**config.mk**
```make
export PLATFORM = sky130hd
export DESIGN_NAME = rslv_core
export DESIGN_NICKNAME = d
export VERILOG_FILES = /design/src/rslv_pkg.sv /design/src/rslv_core.sv
export VERILOG_INCLUDE_DIRS = /design/src
export SDC_FILE = /design/constraint.sdc
export NUM_CORES = 1
export LEC_CHECK = 0
export ABC_AREA = 1
export ABC_CLOCK_PERIOD_IN_PS = 2100
export BUFFER_PORTS_ARGS = -buffer_cell sky130_fd_sc_hd__buf_2
export CORE_MARGIN = 1
export CORE_UTILIZATION = 47
export DETAILED_ROUTE_END_ITERATION = 10
export GPL_ROUTABILITY_DRIVEN = 0
export PLACE_DENSITY = 0.79
export SLEW_MARGIN = 30
export SYNTH_ARGS = -nofsm -noshare
export SYNTH_HDL_FRONTEND = slang
export SYNTH_SLANG_ARGS = --single-unit
export TNS_END_PERCENT = 5
```
**constraint.sdc**
```tcl
create_clock -name pclk -period 2.1 [get_ports pclk]
set_clock_uncertainty 0.2 [all_clocks]
set_input_delay 0.21 -clock pclk [delete_from_list [all_inputs] [get_ports pclk]]
set_output_delay 0.21 -clock pclk [all_outputs]
set_load 0.005 [all_outputs]
```
**src/rslv_params.svh**
```systemverilog
`ifndef RSLV_PARAMS_SVH
`define RSLV_PARAMS_SVH

// Byte addresses on APB
`define RSLV_ADDR_CAUSE 12'h000
`define RSLV_ADDR_CTRL 12'h004
`define RSLV_ADDR_IRQ_STAT 12'h008
`define RSLV_ADDR_IRQ_CLR 12'h00C
`define RSLV_ADDR_IRQ_EN 12'h010

// Reset-cause register bit positions
`define RSLV_BIT_POR 7
`define RSLV_BIT_STOP 6
`define RSLV_BIT_WDOG 5
`define RSLV_BIT_EXT 4
`define RSLV_BIT_LVD 0
`define RSLV_CAUSE_HI_MASK 8'hF0
`define RSLV_CAUSE_POR_VAL 8'h80

// Control register bits
`define RSLV_CTRL_BO_EN 0
`define RSLV_CTRL_LVD_IE 1
`define RSLV_CTRL_RESET 2'h2

// Interrupt status bits
`define RSLV_IRQ_WDOG 0
`define RSLV_IRQ_LVD 1
`define RSLV_IRQ_W 2

// Timing in system clock cycles
`define RSLV_EXT_MIN_CYC 3'h3
`define RSLV_GLITCH_CYC 3'h3
`define RSLV_SEQ_CYC 4'h8

`endif

```
**src/rslv_pkg.sv**
```systemverilog
`default_nettype none
package rslv_pkg;
  typedef enum logic [1:0] {
    RSLV_RUN = 2'b00,
    RSLV_HOLD = 2'b01,
    RSLV_DONE = 2'b11
  } rslv_seq_e;
  typedef struct packed {
    logic bo_en;
    logic lvd_ie;
  } rslv_ctrl_s;
endpackage
`default_nettype wire

```
**src/rslv_core.sv**
```systemverilog
`include "rslv_params.svh"
`default_nettype none

module rslv_core (
  input wire logic pclk,
  input wire logic presetn,
  input wire logic psel,
  input wire logic penable,
  input wire logic pwrite,
  input wire logic [11:0] paddr,
  input wire logic [31:0] pwdata,
  output logic [31:0] prdata,
  output logic pready,
  output logic pslverr,
  input wire logic reset_pin_n,
  input wire logic wdog_timeout,
  input wire logic watchdog_action_option,
  input wire logic stop_mode,
  input wire logic brownout_raw,
  input wire logic low_voltage_raw,
  output logic sys_reset,
  output logic irq,
  output logic [7:0] wdog_ctrl,
  output logic wdog_ctrl_wr
);

  // ---------------------------------------------------------------
  // Pin and detector synchronisers
  // ---------------------------------------------------------------
  logic [2:0] pin_sync_r;
  logic [2:0] bo_sync_r;
  logic [2:0] lv_sync_r;
  logic pin_low_r;
  logic bo_r;
  logic lv_r;

  // Pin stages reset high, the pull-up idle level, so the release of
  // presetn is not taken for a pin reset; detectors reset quiet.
  always_ff @(posedge pclk or negedge presetn) begin
    if (!presetn) begin
      pin_sync_r <= 3'h7;
      bo_sync_r <= 3'h0;
      lv_sync_r <= 3'h0;
    end else begin
      pin_sync_r <= {pin_sync_r[1:0], reset_pin_n};
      bo_sync_r <= {bo_sync_r[1:0], brownout_raw};
      lv_sync_r <= {lv_sync_r[1:0], low_voltage_raw};
    end
  end

  // A change counts only once stages two and three agree
  always_ff @(posedge pclk or negedge presetn) begin
    if (!presetn) begin
      pin_low_r <= 1'b0;
      bo_r <= 1'b0;
      lv_r <= 1'b0;
    end else begin
      if (pin_sync_r[1] == pin_sync_r[2]) begin
        pin_low_r <= ~pin_sync_r[2];
      end
      if (bo_sync_r[1] == bo_sync_r[2]) begin
        bo_r <= bo_sync_r[2];
      end
      if (lv_sync_r[1] == lv_sync_r[2]) begin
        lv_r <= lv_sync_r[2];
      end
    end
  end

  // ---------------------------------------------------------------
  // Control register
  // ---------------------------------------------------------------
  rslv_pkg::rslv_ctrl_s ctrl_r;
  logic wr_en;
  logic rd_en;

  // Each transfer holds penable for two cycles; acting only in the one
  // that carries pready makes a write, a strobe and a read clear happen
  // exactly once per transfer.
  assign wr_en = psel && penable && pready && pwrite;
  assign rd_en = psel && penable && pready && !pwrite;

  // Address match, shared by every register strobe below
  function automatic logic addr_hit(
    input logic [11:0] addr,
    input logic [11:0] target
  );
    return addr == target;
  endfunction

  logic wr_cause;
  logic wr_ctrl;
  logic wr_irq_clr;
  logic wr_irq_en;

  assign wr_cause = wr_en && addr_hit(paddr, `RSLV_ADDR_CAUSE);
  assign wr_ctrl = wr_en && addr_hit(paddr, `RSLV_ADDR_CTRL);
  assign wr_irq_clr = wr_en && addr_hit(paddr, `RSLV_ADDR_IRQ_CLR);
  assign wr_irq_en = wr_en && addr_hit(paddr, `RSLV_ADDR_IRQ_EN);

  always_ff @(posedge pclk or negedge presetn) begin
    if (!presetn) begin
      ctrl_r <= rslv_pkg::rslv_ctrl_s'(`RSLV_CTRL_RESET);
    end else if (wr_ctrl) begin
      ctrl_r.bo_en <= pwdata[`RSLV_CTRL_BO_EN];
      ctrl_r.lvd_ie <= pwdata[`RSLV_CTRL_LVD_IE];
    end
  end

  // Shared circuitry: brownout off silences the low-voltage path too
  logic bo_active;
  logic lv_active;
  assign bo_active = ctrl_r.bo_en && bo_r;
  assign lv_active = ctrl_r.bo_en && lv_r;

  // ---------------------------------------------------------------
  // Glitch filter on the reset pin
  // ---------------------------------------------------------------
  // Synchroniser adds latency, so three clocks of low already count.
  // The counter saturates, so a pin held low for long never wraps and
  // never fires a second request while it stays low.
  logic [2:0] low_cnt_r;
  logic pin_req;

  always_ff @(posedge pclk or negedge presetn) begin
    if (!presetn) begin
      low_cnt_r <= 3'h0;
    end else if (!pin_low_r) begin
      low_cnt_r <= 3'h0;
    end else if (low_cnt_r != `RSLV_GLITCH_CYC) begin
      low_cnt_r <= low_cnt_r + 3'h1;
    end
  end

  assign pin_req = pin_low_r && (low_cnt_r == `RSLV_EXT_MIN_CYC - 3'h1);

  // ---------------------------------------------------------------
  // Reset sequencer
  // ---------------------------------------------------------------
  rslv_pkg::rslv_seq_e state_r;
  logic [3:0] seq_cnt_r;
  logic wdog_req;
  logic any_req;

  // Watchdog resets only with watchdog_action_option set and outside stop mode; with the option clear it raises an interrupt
  assign wdog_req = wdog_timeout && watchdog_action_option
                    && !stop_mode;
  assign any_req = wdog_req || pin_req || bo_active;

  // A request that arrives during the tail opens no new sequence; only a
  // brownout or a low pin restarts the tail count. The sequence already holds
  // the system, and the cause register keeps the source that opened it.

  always_ff @(posedge pclk or negedge presetn) begin
    if (!presetn) begin
      state_r <= rslv_pkg::RSLV_HOLD;
      seq_cnt_r <= 4'h0;
    end else begin
      unique case (state_r)
        rslv_pkg::RSLV_RUN: begin
          if (any_req) begin
            state_r <= rslv_pkg::RSLV_HOLD;
            seq_cnt_r <= 4'h0;
          end
        end
        rslv_pkg::RSLV_HOLD: begin
          // Held while brownout or pin stays low, then a fixed tail
          if (bo_active || pin_low_r) begin
            seq_cnt_r <= 4'h0;
          end else if (seq_cnt_r == `RSLV_SEQ_CYC - 4'h1) begin
            state_r <= rslv_pkg::RSLV_DONE;
          end else begin
            seq_cnt_r <= seq_cnt_r + 4'h1;
          end
        end
        rslv_pkg::RSLV_DONE: begin
          // One cycle here lets sys_reset fall before requests count
          // again
          state_r <= rslv_pkg::RSLV_RUN;
        end
        default: begin
          state_r <= rslv_pkg::RSLV_HOLD;
        end
      endcase
    end
  end

  always_ff @(posedge pclk or negedge presetn) begin
    if (!presetn) begin
      sys_reset <= 1'b1;
    end else begin
      sys_reset <= (state_r == rslv_pkg::RSLV_HOLD) || any_req;
    end
  end

  // ---------------------------------------------------------------
  // Reset-cause register
  // ---------------------------------------------------------------
  logic [7:0] cause_r;
  logic cause_rd;

  assign cause_rd = rd_en && addr_hit(paddr, `RSLV_ADDR_CAUSE);

  // Read data is captured in the first access cycle, so the clear in
  // the second one never hides the flags from the reader. The value is
  // cleared once per read, never by a write to the shared address.

  always_ff @(posedge pclk or negedge presetn) begin
    if (!presetn) begin
      cause_r <= `RSLV_CAUSE_POR_VAL;
    end else if (state_r == rslv_pkg::RSLV_RUN && any_req) begin
      // Latest reset source wins over a pending read clear
      cause_r <= 8'h00;
      cause_r[`RSLV_BIT_WDOG] <= wdog_req;
      cause_r[`RSLV_BIT_POR] <= bo_active;
      cause_r[`RSLV_BIT_EXT] <= pin_req && !stop_mode;
      cause_r[`RSLV_BIT_STOP] <= pin_req && stop_mode;
    end else if (cause_rd) begin
      cause_r <= cause_r & ~`RSLV_CAUSE_HI_MASK;
    end
  end

  // ---------------------------------------------------------------
  // Interrupts
  // ---------------------------------------------------------------
  logic [`RSLV_IRQ_W-1:0] irq_stat_r;
  logic [`RSLV_IRQ_W-1:0] irq_en_r;
  logic [`RSLV_IRQ_W-1:0] irq_set;
  logic [`RSLV_IRQ_W-1:0] irq_clr;

  always_comb begin
    irq_set = '0;
    irq_set[`RSLV_IRQ_WDOG] = wdog_timeout
                              && !watchdog_action_option;
    irq_set[`RSLV_IRQ_LVD] = lv_active && ctrl_r.lvd_ie;
  end

  // Status bits are sticky; software clears them by writing ones
  always_comb begin
    irq_clr = '0;
    if (wr_irq_clr) begin
      irq_clr = pwdata[`RSLV_IRQ_W-1:0];
    end
  end

  always_ff @(posedge pclk or negedge presetn) begin
    if (!presetn) begin
      irq_stat_r <= '0;
    end else begin
      // Set wins over a clear in the same cycle
      irq_stat_r <= (irq_stat_r & ~irq_clr) | irq_set;
    end
  end

  always_ff @(posedge pclk or negedge presetn) begin
    if (!presetn) begin
      irq_en_r <= '0;
    end else if (wr_irq_en) begin
      irq_en_r <= pwdata[`RSLV_IRQ_W-1:0];
    end
  end

  always_ff @(posedge pclk or negedge presetn) begin
    if (!presetn) begin
      irq <= 1'b0;
    end else begin
      // Look-ahead on set and clear keeps the pin in step with status
      irq <= |(((irq_stat_r & ~irq_clr) | irq_set) & irq_en_r);
    end
  end

  // ---------------------------------------------------------------
  // Watchdog control write port and APB read
  // ---------------------------------------------------------------
  always_ff @(posedge pclk or negedge presetn) begin
    if (!presetn) begin
      wdog_ctrl <= 8'h00;
      wdog_ctrl_wr <= 1'b0;
    end else begin
      // The byte is write-only here; the strobe lets the watchdog
      // latch it once per transfer.
      wdog_ctrl_wr <= wr_cause;
      if (wr_cause) begin
        wdog_ctrl <= pwdata[7:0];
      end
    end
  end

  logic addr_ok;
  logic [31:0] rd_val;

  always_comb begin
    addr_ok = 1'b1;
    rd_val = 32'h0000_0000;
    unique case (paddr)
      `RSLV_ADDR_CAUSE: begin
        rd_val[7:0] = cause_r;
        rd_val[`RSLV_BIT_LVD] = lv_active;
      end
      `RSLV_ADDR_CTRL: begin
        rd_val[`RSLV_CTRL_BO_EN] = ctrl_r.bo_en;
        rd_val[`RSLV_CTRL_LVD_IE] = ctrl_r.lvd_ie;
      end
      `RSLV_ADDR_IRQ_STAT: rd_val[`RSLV_IRQ_W-1:0] = irq_stat_r;
      `RSLV_ADDR_IRQ_CLR: rd_val = 32'h0000_0000;
      `RSLV_ADDR_IRQ_EN: rd_val[`RSLV_IRQ_W-1:0] = irq_en_r;
      default: addr_ok = 1'b0;
    endcase
  end

  // One wait state: pready rises in the second access cycle
  // Writes and the read clear act in that second access cycle only.
  always_ff @(posedge pclk or negedge presetn) begin
    if (!presetn) begin
      pready <= 1'b0;
      pslverr <= 1'b0;
      prdata <= 32'h0000_0000;
    end else begin
      pready <= psel && penable && !pready;
      pslverr <= psel && penable && !pready && !addr_ok;
      prdata <= (psel && penable && !pready && !pwrite) ? rd_val
                : 32'h0000_0000;
    end
  end

endmodule // rslv_core
`default_nettype wire

```
Word-level counts from Yosys, hierarchy flattened
Cells that the tools add are included.
Word-level totals
  flip-flop bits (word level): 56
  bits in latches: 0
  memory bits (writable): 0
  memory bits (read-only): 0
  input bits: 55
  output and inout port bits: 45
  word-level logic and storage cells: 102
  memories: 0
Operators by class
  $add $sub $neg: 2
  multipliers: 0
  divide/modulo/power cells: 0
  order comparisons: 0
  equality and inequality tests: 17
  shifts and indexed selects: 0
  muxes and demuxes: 17
  bitwise logic cells: 5
  reductions and logical operators: 39
Operator list (number)
  $eq 12x4->1 const B: 2
  $mux 8: 3
  $logic_and 1x1->1: 22
  $eq 12x3->1 const B: 1
  $eq 12x5->1 const B: 1
  $logic_not 12->1: 1
  $mux 4: 3
  $mux 2: 4
  $pmux 2 s4: 1
  $pmux 4 s2: 1
  $mux 3: 2
  $mux 6: 1
  $ne 2x2->1 const B: 3
  $pmux 2 s3: 1
  $reduce_and 3->1: 2
  $logic_not 1->1: 5
  $reduce_or 5->1: 1
  $add 4x1->4 const B: 1
  $and 2x2->2: 2
  $eq 4x3->1 const B: 1
  $logic_or 1x1->1: 4
  $reduce_bool 2->1: 2
  $add 3x1->3 const B: 1
  $eq 1x1->1: 3
  12 further kinds: 12

Logic depth before layout (Yosys ltp)
Gate-level depths: netlist of run 1.
  depth in word-level cells: 10
  depth in mapped cells: 10
  depth with buffers taken out: 10

Worst setup path before layout of run 1
No wires, ideal clock.
  path type: register to register
  start point: register low_cnt_r[0]
  end point: register seq_cnt_r[1]
  library setup time: 0.116 ns
  arrival: 1.267 ns
  required time: 1.784 ns
  slack: 0.517 ns
  cell stages (with the launch flop): 11
  path buffers: 0
  clock period less this slack: 1.583 ns
  cells stage by stage: dfrtp_1 inv_1 ha_1 nand3_1 nand3_1 nand2_1 inv_1 nor2_4 nor2_2 nand2_1 nand2_1
On the way
  longest elaborated chain between the ends: 6
Ends and longest elaborated chain
  from (decl): line rslv_core.sv:122  | logic [2:0] low_cnt_r;
  from (signal assigned): line rslv_core.sv:131  | low_cnt_r <= low_cnt_r + 3'h1;
  $eq 3x2->1: line rslv_core.sv:135  | assign pin_req = pin_low_r && (low_cnt_r == `RSLV_EXT_MIN_CYC - 3'h1);
  $logic_and 1x1->1: line rslv_core.sv:135
  $logic_or 1x1->1 (2 in a row): line rslv_core.sv:148  | assign any_req = wdog_req || pin_req || bo_active;
  $ne 2x2->1 (no source line)
  $reduce_and 3->1 (no source line)
  to (signal assigned): line rslv_core.sv:173  | seq_cnt_r <= seq_cnt_r + 4'h1;
  to (decl): line rslv_core.sv:141  | logic [3:0] seq_cnt_r;
Every way passes these cells.
A chain may end at the register's enable or synchronous reset.

Worst setup path in the final report of run 1
  start point: input penable
  end point: register prdata[1]
On the way
  longest elaborated chain between the ends: 4
Ends and longest elaborated chain
  from (decl): line rslv_core.sv:8  | input wire logic penable,
  $logic_and 1x1->1 (3 in a row): line rslv_core.sv:321  | prdata <= (psel && penable && !pready && !pwrite) ? rd_val
  $mux 8: line rslv_core.sv:321
  to (signal assigned): line rslv_core.sv:321
  to (decl): line rslv_core.sv:12  | output logic [31:0] prdata,
Every way passes these cells.

==> results.ini, run 1 <==
[run_status]
run_status = complete, no violations

[route]
via_count = 1769
post_drt_wl_per_cell_um = 10.35
drc_errors = 0
viasPerCell = 4.411
drt_wl_total_um = 4150
drtAntennaViolNets = 0
drt_iter0_drc = 58
firstDrtPassIters = 4

[grt]
overflow = 0
grt_use_total = 0.1802
grt_first_pass_wirelength_um = 7293
antenna_found_initial = 0
grt_max_degree = 52
grt_pass1_vias = 1734

[clocking]
clk_path_buf_depth = 2
clock-root-buffer = clkbuf_8
cts_tree = yes
cts_buffers = 5
clock_sinks = 51
clock_latency_ps = 310
clk_pin_slew_ps = 80
htreeDepth = 2

[floorplanning]
initial_core_util = 0.4959
io_pins = 100
coreArea_um2 = 4786
rows = 25
dieWidth_um = 73.07
die_height_um = 73.07
dieArea_um2 = 5338

[sta]
setup_tns_ps = 0
max_freq_mhz = 525.7
finalSetupViolCount = 0
fin_hold_ws_ps = 6.561
final-hold-violation-count = 0
rsz0062_at_grt = no
tightest_slew_ps = 598.0
period_share = 0.9058
max_slew_margin = 0.6013
post-route-min-period_ps = 1902
drv_slew = 0

[yosys]
ys_seq_area_frac = 0.5414
synth_cell_types = 26
synth_area_um2 = 2374
postSynthAreaPerCell_um2 = 9.129
synth-seq-cells = 51
syn_inst = 260
ys_warn_count = 0

[worst_setup_path]
rr_worst_depth = 10
worstSetupPathType = input port to flop
critPathSlowestCell = dlygate4sd3_1
path_max_fanout = 5
ff2ff_setup_slack_ps = 340
cp_common_cell = nand2_1
r2r_start = low_cnt_r[0]
timing.rr.end = seq_cnt_r[3]
required_ps = 2130
startpoint_type = input port
cp-end-kind = flop
path_cells = dlygate4sd3_1, buf_2, nand2_1, dlygate4sd3_1, nor2_2, nand2_1, inv_1, nand2_1, nor2_1
max_stage_delay_ps = 560
critPathArrivalTime_ps = 1940

[cells_and_area]
layout-drive-gt1-share = 0.2635
nNetsFinal = 392
layout_common_cells = nand2_1, buf_2, dfrtp_1
multi_input_area_um2 = 888.4
diodes = 0
fillers = 413
area_delta_synth_final_pct = 21.61
layout.area.seq_um2 = 1285
final_common_cell = nand2_1

[min_path]
hold-path-cell-count = 4
hp-class = input port to flop
holdPathEnd = irq_stat_r[0]
hp-start = watchdog_action_option

[power]
p_leak_nw = 1.514
p_per_area_nw_per_um2 = 771.6
ir_drop_mv = 0.5886

[flow_run]
maxCapViolCount = 0

[placed_design]
port_buffers = 51
place_hpwl_um = 2902

-- metal layers --
layer	vias to the layer above	track usage	part of all wire
li1	915	-	-
met5	-	0	0
met1	792	0.2157	0.43
met3	6	0.05249	0.060
met2	56	0.3076	0.50
met4	0	0.06536	0.013
-- cells in the mapped netlist --
cell,count,share of area
nand2_1,63,0.10
dfrtp_1,44,0.46
buf_4,25,0.079
inv_1,24,0.038
nor2_1,23,0.036
nand3_1,21,0.044
o21ai_0,10,0.021
dfstp_2,7,0.077
nand2_2,6,0.016
nor2_2,5,0.013
nor2_4,5,0.024
ha_1,4,0.021
nand4_1,4,0.011
nor3_1,3,0.0063
a211oi_1,2,0.0063
a21oi_1,2,0.0042
maj3_1,2,0.0084
o21ai_2,2,0.0074
buf_6,1,0.0047
conb_1,1,0.0016
inv_2,1,0.0016
o21ai_1,1,0.0021
o31ai_1,1,0.0032
or2_2,1,0.0026
xnor2_1,1,0.0037
xor2_1,1,0.0037
-- stage by stage --
| step | cells | total power, W | setup slack, ps | cell area (µm²) | util |
|---|---|---|---|---|---|
| after global placement | 377 | 0.001528 | 367.5 | 2611 | 0.5456 |
| after global routing | 401 | 0.002364 | 13.72 | 2887 | 0.6031 |
| final | 401 | 0.002227 | 197.7 | 2887 | 0.6031 |
| after CTS | 401 | 0.002248 | 147.7 | 2884 | 0.6026 |
| after floorplan | 284 | 0.001456 | 517.0 | 2464 | - |
| after detailed placement | 377 | 0.001546 | 344.9 | 2611 | 0.5456 |
-- kinds of logic (layout without fill, tap and decap cells) --
logic type / Yosys count / count (layout) / share of synthesized area
simple gates: 131 / 131 / 0.2525
flops: 51 / 51 / 0.5414
buf+inv: 51 / 101 / 0.1234
compound gates: 18 / 18 / 0.04428
fa+ha+maj: 6 / 6 / 0.02952
xor+xnor: 2 / 2 / 0.007381
other cells: 1 / 25 / 0.001580
-- state kept, by name (all words and copies together) (netlist names) --
| signal | flops |
|---|---|
| irq_stat_r | 2 |
| irq | 1 |
| lv_sync_r | 3 |
| prdata | 7 |
| low_cnt_r | 3 |
| ctrl_r | 2 |
| seq_cnt_r | 4 |
| pin_sync_r | 3 |
| irq_en_r | 2 |
| bo_r | 1 |
| wdog_ctrl | 8 |
| pin_low_r | 1 |
| sys_reset | 1 |
| pslverr | 1 |
| pready | 1 |
| state_r | 2 |
| wdog_ctrl_wr | 1 |
| lv_r | 1 |
| cause_r | 4 |
| bo_sync_r | 3 |
-- worst max-delay path: cells and delay by family --
family	cells	cell delay [ps]
buffers and inverters	4	1320
and+or+nand+nor	5	420
-- worst max-delay path by stage --
stage,endpoint,cells past startpoint,start
final,prdata[1],9,penable
after global routing,prdata[0],9,penable
after CTS,prdata[1],9,penable
after detailed placement,seq_cnt_r[3],10,low_cnt_r[0]
after global placement,seq_cnt_r[3],10,low_cnt_r[0]
after floorplan,seq_cnt_r[1],10,low_cnt_r[0]
-- power breakdown --
part | internal [W] | total, W | switching [W] | leakage (nW)
logic | 0.000154 | 0.000382 | 0.000227 | 0.809
clock network | 0.000355 | 0.000679 | 0.000324 | 0.0581
registers | 0.00111 | 0.00117 | 0.0000610 | 0.647
total | 0.00161 | 0.00223 | 0.000613 | 1.51
-- repair_timing --
| action | in CTS | in global routing |
|---|---|---|
| hold endpoints to repair | 59 | 0 |
| hold buffers | 16 | 0 |
| setup buffers | 0 | 0 |
| gates resized for setup | 0 | 1 |
| endpoints found under the setup margin | 0 | 4 |
-- area by class of cell --
type,count,share of cell area
inverters,25,0.03251
multi-input cells,182,0.3078
flip-flops and latches,51,0.4452
clock buffers,5,0.02384
well taps,67,0.02904
clock inverters,3,0.01517
repair buffers,68,0.1465
No activity file was read; power rests on OpenSTA's default activity.
==> run 2, diff against run 1 <==
--- a/config.mk
+++ b/config.mk
@@ -9,10 +9,11 @@
 export ABC_AREA = 1
 export ABC_CLOCK_PERIOD_IN_PS = 2100
 export BUFFER_PORTS_ARGS = -buffer_cell sky130_fd_sc_hd__buf_2
+export CORE_ASPECT_RATIO = 1.2
 export CORE_MARGIN = 1
 export CORE_UTILIZATION = 47
 export DETAILED_ROUTE_END_ITERATION = 10
-export GPL_ROUTABILITY_DRIVEN = 0
+export GPL_ROUTABILITY_DRIVEN = 1
 export PLACE_DENSITY = 0.79
 export SLEW_MARGIN = 30
 export SYNTH_ARGS = -nofsm -noshare
==> run 2 against run 1 <==
Compared with the run above: setup slack worse by 19 ps; combinational power up 1%; die area about the same; sequential share of layout area up 0.14 points; power up 0.93%; critical path depth unchanged; clock-buffer cell count up 1; final cell count down 2.2%; largest cell class unchanged; highest routed layer unchanged.
==> results.ini, run 2 (synthesis results as in run 1) <==
[placed_design]
place_hpwl_um = 3097  ; was 2902 µm
gp_congestion = 0.8402
port_buffers = 51  ; unchanged
place_ws_ps = 332.3  ; was 344.9 ps

[cells_and_area]
reg_top3 = wdog_ctrl (8), prdata (7)  ; unchanged
layout_common_cells = nand2_1, buf_2, dfrtp_1  ; unchanged
area_delta_synth_final_pct = 21.24  ; was 21.61%
layout-drive-gt1-share = 0.2665  ; was 0.2635
nNetsFinal = 392  ; unchanged
fillers = 416  ; was 413
utilization = 0.6085  ; was 0.6031
largest_reg_flops = 8  ; unchanged
top_register = wdog_ctrl  ; unchanged
final_common_cell = nand2_1  ; unchanged
diodes = 0  ; unchanged
multi_input_area_um2 = 888.4  ; unchanged
layout.area.seq_um2 = 1285  ; unchanged

[sta]
drv_slew = 0  ; unchanged
rsz0062_at_grt = no  ; unchanged
period_share = 0.9149  ; was 0.9058
final-hold-violation-count = 0  ; unchanged
setup_tns_ps = 0  ; unchanged
max_slew_margin = 0.6590  ; was 0.6013
max_freq_mhz = 520.5  ; was 525.7 MHz
tightest_slew_ps = 511.5  ; was 598.0 ps
fin_hold_ws_ps = 13.32  ; was 6.561 ps
post-route-min-period_ps = 1921  ; was 1902 ps
layout_setup_ws_ps = 178.8  ; was 197.7 ps
finalSetupViolCount = 0  ; unchanged

[route]
firstDrtPassIters = 4  ; unchanged
post_drt_wl_per_cell_um = 10.88  ; was 10.35 µm
drt_iter0_drc = 113  ; was 58
viasPerCell = 4.635  ; was 4.411
drtAntennaViolNets = 0  ; unchanged
via_count = 1817  ; was 1,769
drt_wl_total_um = 4265  ; was 4150 µm
drc_errors = 0  ; unchanged

[grt]
grt_max_degree = 24  ; was 52
grt_use_total = 0.1889  ; was 0.1802
antenna_found_initial = 0  ; unchanged
grt_first_pass_wirelength_um = 7500  ; was 7293 µm
grt_pass1_vias = 1789  ; was 1,734
overflow = 0  ; unchanged

[power]
power_switching_w = 0.0006013  ; was 0.0006130 W
p_leak_nw = 1.517  ; was 1.514 nW
p_int_w = 0.001647  ; was 0.001614 W
clock_power_share = 0.310  ; was 0.305
power_frac_comb = 0.172  ; was 0.171
ir_drop_mv = 0.4885  ; was 0.5886 mV
p_per_area_nw_per_um2 = 781.2  ; was 771.6 nW/µm²
power_frac_seq = 0.518  ; was 0.524
netSwitchingFraction = 0.2675  ; was 0.2752

[run_status]
run_status = complete, no violations  ; unchanged

[worst_setup_path]
required_ps = 2130  ; about the same
startpoint_type = input port  ; unchanged
critPathArrivalTime_ps = 1960  ; was 1940 ps
cp-end-kind = flop  ; unchanged
path_max_fanout = 5  ; unchanged
worstSetupPathType = input port to flop  ; unchanged

[clocking]
clock_sinks = 51  ; unchanged
clock_latency_ps = 300  ; was 310 ps
htreeDepth = 2  ; unchanged
clk_pin_slew_ps = 90  ; was 80 ps
clock-root-buffer = clkbuf_8  ; unchanged
cts_tree = yes  ; unchanged
post-cts-setup-buffer-count = 0  ; unchanged
clk_path_buf_depth = 2  ; unchanged
cts_buffers = 5  ; unchanged

[floorplanning]
rows = 27  ; was 25
coreArea_um2 = 4730  ; was 4786 µm²
io_pins = 100  ; unchanged
dieWidth_um = 66.87  ; was 73.07 µm
initial_core_util = 0.5019  ; was 0.4959
dieArea_um2 = 5339  ; was 5338 µm²
die_height_um = 79.85  ; was 73.07 µm

[flow_run]
maxCapViolCount = 0  ; unchanged

[min_path]
hp-class = input port to flop  ; unchanged

## run 2: cell types whose count changed in the layout (fill, tap and decap cells not counted), sizes merged
cell,before,now
buf,52,53
clkbuf,5,6
clkinv,2,1
dlygate4sd3,16,15
## run 2: routing by layer
metal / GRT usage / vias up / part of all wire
met5: 0 / - / 0
met3: 0.04286 / 7 / 0.051
met2: 0.3354 / 65 / 0.55
li1: - / 911 / -
met1: 0.2079 / 834 / 0.38
met4: 0.08936 / 0 / 0.020
## run 2: timing repair
action                     4_1_cts  5_1_grt
hold buffers                    15        0
hold endpoints to repair        31        0
setup endpoints to repair        0        1
resized for setup                0        1
## run 2: worst max-delay path, cell delays in order
cell and delay (ps):
dlygate4sd3_1 510, buf_2 110, nand2_1 40, dlygate4sd3_1 560
nor2_2 120, nand2_1 60, inv_1 130, nand2_1 90
nor2_1 120
## run 2: power by group through the flow
stage | registers (W) | logic, W | clock network, W
after CTS | 0.00117 | 0.000390 | 0.000717
after global routing | 0.00118 | 0.000463 | 0.000748
after floorplan | 0.00117 | 0.000282 | 0
final | 0.00117 | 0.000387 | 0.000696
after detailed placement | 0.00118 | 0.000368 | 0
after global placement | 0.00118 | 0.000350 | 0
## run 2: final cells by class
type | instances | area share
well taps | 58 | 0.02522
inverters | 25 | 0.03261
flip-flops and latches | 51 | 0.4465
clock inverters | 2 | 0.01217
multi-input cells | 182 | 0.3087
clock buffers | 6 | 0.02870
repair buffers | 68 | 0.1461
## run 2: metrics by stage
step	cell area [µm²]	total power, W	cells
3_5_place_dp	2608	0.001552	369
6_report	2878	0.002248	392
3_3_place_gp	2608	0.001529	369
4_1_cts	2875	0.002272	392
2_1_floorplan	2464	0.001456	284
5_1_grt	2878	0.002394	392
## run 2: worst paths after layout
| path | start | to | slack (ps) | cells after the start |
|---|---|---|---|---|
| max reg2reg | low_cnt_r[0] | seq_cnt_r[1] | 330 | 10 |
| max | penable | prdata[0] | 180 | 9 |
| min reg2reg | lv_sync_r[0] | lv_sync_r[1] | 160 | 0 |
| max in group asynchronous | presetn | sys_reset | 820 | 3 |
| min | watchdog_action_option | irq_stat_r[0] | 10 | 4 |
| min in group asynchronous | presetn | ctrl_r[0] | 210 | 2 |
==> run 3, diff against run 2 <==
--- a/config.mk
+++ b/config.mk
@@ -7,14 +7,14 @@
 export NUM_CORES = 1
 export LEC_CHECK = 0
 export ABC_AREA = 1
-export ABC_CLOCK_PERIOD_IN_PS = 2100
+export ABC_CLOCK_PERIOD_IN_PS = 2200
 export BUFFER_PORTS_ARGS = -buffer_cell sky130_fd_sc_hd__buf_2
 export CORE_ASPECT_RATIO = 1.2
 export CORE_MARGIN = 1
-export CORE_UTILIZATION = 47
+export CORE_UTILIZATION = 40
 export DETAILED_ROUTE_END_ITERATION = 10
 export GPL_ROUTABILITY_DRIVEN = 1
-export PLACE_DENSITY = 0.79
+export PLACE_DENSITY = 0.69
 export SLEW_MARGIN = 30
 export SYNTH_ARGS = -nofsm -noshare
 export SYNTH_HDL_FRONTEND = slang
==> constraint.sdc (replaced) <==
create_clock -name pclk -period 2.2 [get_ports pclk]
set_clock_uncertainty 0.2 [all_clocks]
set_input_delay 0.22 -clock pclk [delete_from_list [all_inputs] [get_ports pclk]]
set_output_delay 0.22 -clock pclk [all_outputs]
set_load 0.005 [all_outputs]
==> run 3 against run 2 <==
Compared with the run above: utilization fell by 10 points; largest power group unchanged; highest routed layer unchanged; non-clock buffer count fell by 1; critical endpoint is now prdata[1]; global-route usage down 4.4 points; largest cell class unchanged; critical path type unchanged; worst hold slack better by 1.1 ps.
==> results.ini, run 3 (synthesis results as in run 1) <==
[power]
p_leak_nw = 1.515  ; was 1.517 nW
power_frac_seq = 0.525  ; was 0.518
p_int_w = 0.001543  ; was 0.001647 W
p_per_area_nw_per_um2 = 732.5  ; was 781.2 nW/µm²
power_w = 0.002124  ; was 0.002248 W
power_frac_comb = 0.174  ; was 0.172
clock_power_share = 0.302  ; was 0.310
ir_drop_mv = 0.3663  ; was 0.4885 mV
netSwitchingFraction = 0.2737  ; was 0.2675
power_switching_w = 0.0005814  ; was 0.0006013 W

[cells_and_area]
layout_common_cells = nand2_1, buf_2, dfrtp_1  ; unchanged
largest_reg_flops = 8  ; unchanged
final_common_cell = nand2_1  ; unchanged
top_register = wdog_ctrl  ; unchanged
nNetsFinal = 391  ; was 392
area_delta_synth_final_pct = 22.19  ; was 21.24%
layout.cells.non_filler = 413  ; was 392
layout-drive-gt1-share = 0.2643  ; was 0.2665
diodes = 0  ; unchanged
stdcell_area_um2 = 2900  ; was 2878 µm²
reg_top3 = wdog_ctrl (8), prdata (7)  ; unchanged

[worst_setup_path]
path_max_fanout = 5  ; unchanged
cp-end-kind = flop  ; unchanged
startpoint_type = input port  ; unchanged
critPathArrivalTime_ps = 2000  ; was 1960 ps
worstSetupPathType = input port to flop  ; unchanged
required_ps = 2230  ; was 2130 ps

[grt]
grt_use_total = 0.1452  ; was 0.1889
grt_max_degree = 23  ; was 24
grt_pass1_vias = 1723  ; was 1,789
overflow = 0  ; unchanged
grt_first_pass_wirelength_um = 7024  ; was 7500 µm
antenna_found_initial = 0  ; unchanged

[clocking]
clk_pin_slew_ps = 90  ; about the same
clock_sinks = 51  ; unchanged
cts_tree = yes  ; unchanged
clk_path_buf_depth = 2  ; unchanged
htreeDepth = 2  ; unchanged
post-cts-setup-buffer-count = 0  ; unchanged
clock-root-buffer = clkbuf_8  ; unchanged
clock_latency_ps = 300  ; about the same
cts-resized-gates = 0  ; unchanged
cts_buffers = 5  ; unchanged

[route]
viasPerCell = 4.404  ; was 4.635
drtAntennaViolNets = 0  ; unchanged
drc_errors = 0  ; unchanged
drt_wl_total_um = 4111  ; was 4265 µm
post_drt_wl_per_cell_um = 9.954  ; was 10.88 µm
firstDrtPassIters = 4  ; unchanged
via_count = 1819  ; was 1,817
drt_iter0_drc = 71  ; was 113

[floorplanning]
io_pins = 100  ; unchanged
coreArea_um2 = 5705  ; was 4730 µm²
dieArea_um2 = 6247  ; was 5339 µm²
dieWidth_um = 72.32  ; was 66.87 µm
die_height_um = 86.39  ; was 79.85 µm
rows = 30  ; was 27
initial_core_util = 0.4160  ; was 0.5019

[placed_design]
place_ws_ps = 407.7  ; was 332.3 ps
dpl_cell_area_um2 = 2648  ; was 2608 µm²
port_buffers = 51  ; unchanged
gp_congestion = 0.7946  ; was 0.8402
place_hpwl_um = 3079  ; was 3097 µm
place_inst = 391  ; was 369

[run_status]
run_status = complete, no violations  ; unchanged

[sta]
period_share = 0.8939
rsz0062_at_grt = no  ; unchanged
finalSetupViolCount = 0  ; unchanged
max_freq_mhz = 508.5
post-route-min-period_ps = 1967
drv_slew = 0  ; unchanged
setup_tns_ps = 0  ; unchanged
final-hold-violation-count = 0  ; unchanged
layout_setup_ws_ps = 233.5  ; was 178.8 ps

[flow_run]
maxCapViolCount = 0  ; unchanged

[min_path]
hp-class = input port to flop  ; unchanged

[run 3: changes by cell type in the layout (fill, tap and decap cells not counted), sizes merged]
cell / before / now
clkbuf: 6 / 5
clkinv: 1 / 2
dlygate4sd3: 15 / 14
[run 3: layout make-up]
cell class / count / area, µm²
tap: 80 / 100.1
fill: 563 / 2805
timing repair buffer: 67 / 422.9
inverter: 25 / 93.84
multi-input combinational: 182 / 885.9
clock buffer: 5 / 68.82
sequential: 51 / 1285
clock inverter: 3 / 43.79
[run 3: critical path: stages]
cell           delay [ps]
dlygate4sd3_1         520
buf_2                 110
nand2_1                40
dlygate4sd3_1         550
nor2_1                160
nand2_1                70
inv_1                 130
nand2_1                90
nor2_1                110
[run 3: worst paths after layout]
kind	start	to	slack [ps]	depth (start not counted)
setup / recovery	penable	prdata[1]	230	9
hold / removal	pwdata[1]	wdog_ctrl[1]	10	3
setup reg to reg	low_cnt_r[0]	seq_cnt_r[2]	390	9
hold reg to reg	pin_sync_r[0]	pin_sync_r[1]	160	0
max in group asynchronous	presetn	pin_sync_r[1]	1030	3
min in group asynchronous	presetn	prdata[4]	210	2
[run 3: metal layers]
metal,wire (µm),track usage
met1,1689,0.1529
met2,2174,0.2727
met3,189,0.03605
met4,57,0.05704
met5,0,0
[run 3: stage by stage]
stage,hold slack (ps),util
global placement,5.523,0.4640
finish,14.39,0.5083
global route,22.00,0.5083
CTS,6.961,0.5083
detailed placement,11.59,0.4640
floorplan,-275.6,-
[run 3: power groups by stage]
stage / logic, W / registers [W] / clock network [W]
4_1_cts: 0.000375 / 0.00111 / 0.000667
3_3_place_gp: 0.000340 / 0.00112 / 0
2_1_floorplan: 0.000269 / 0.00112 / 0
3_5_place_dp: 0.000354 / 0.00113 / 0
5_1_grt: 0.000434 / 0.00113 / 0.000704
6_report: 0.000369 / 0.00111 / 0.000641
[run 3: timing repair]
action,4_1_cts,5_1_grt
endpoints found under the setup margin,0,0
hold endpoints to repair,27,0
hold buffers,14,0
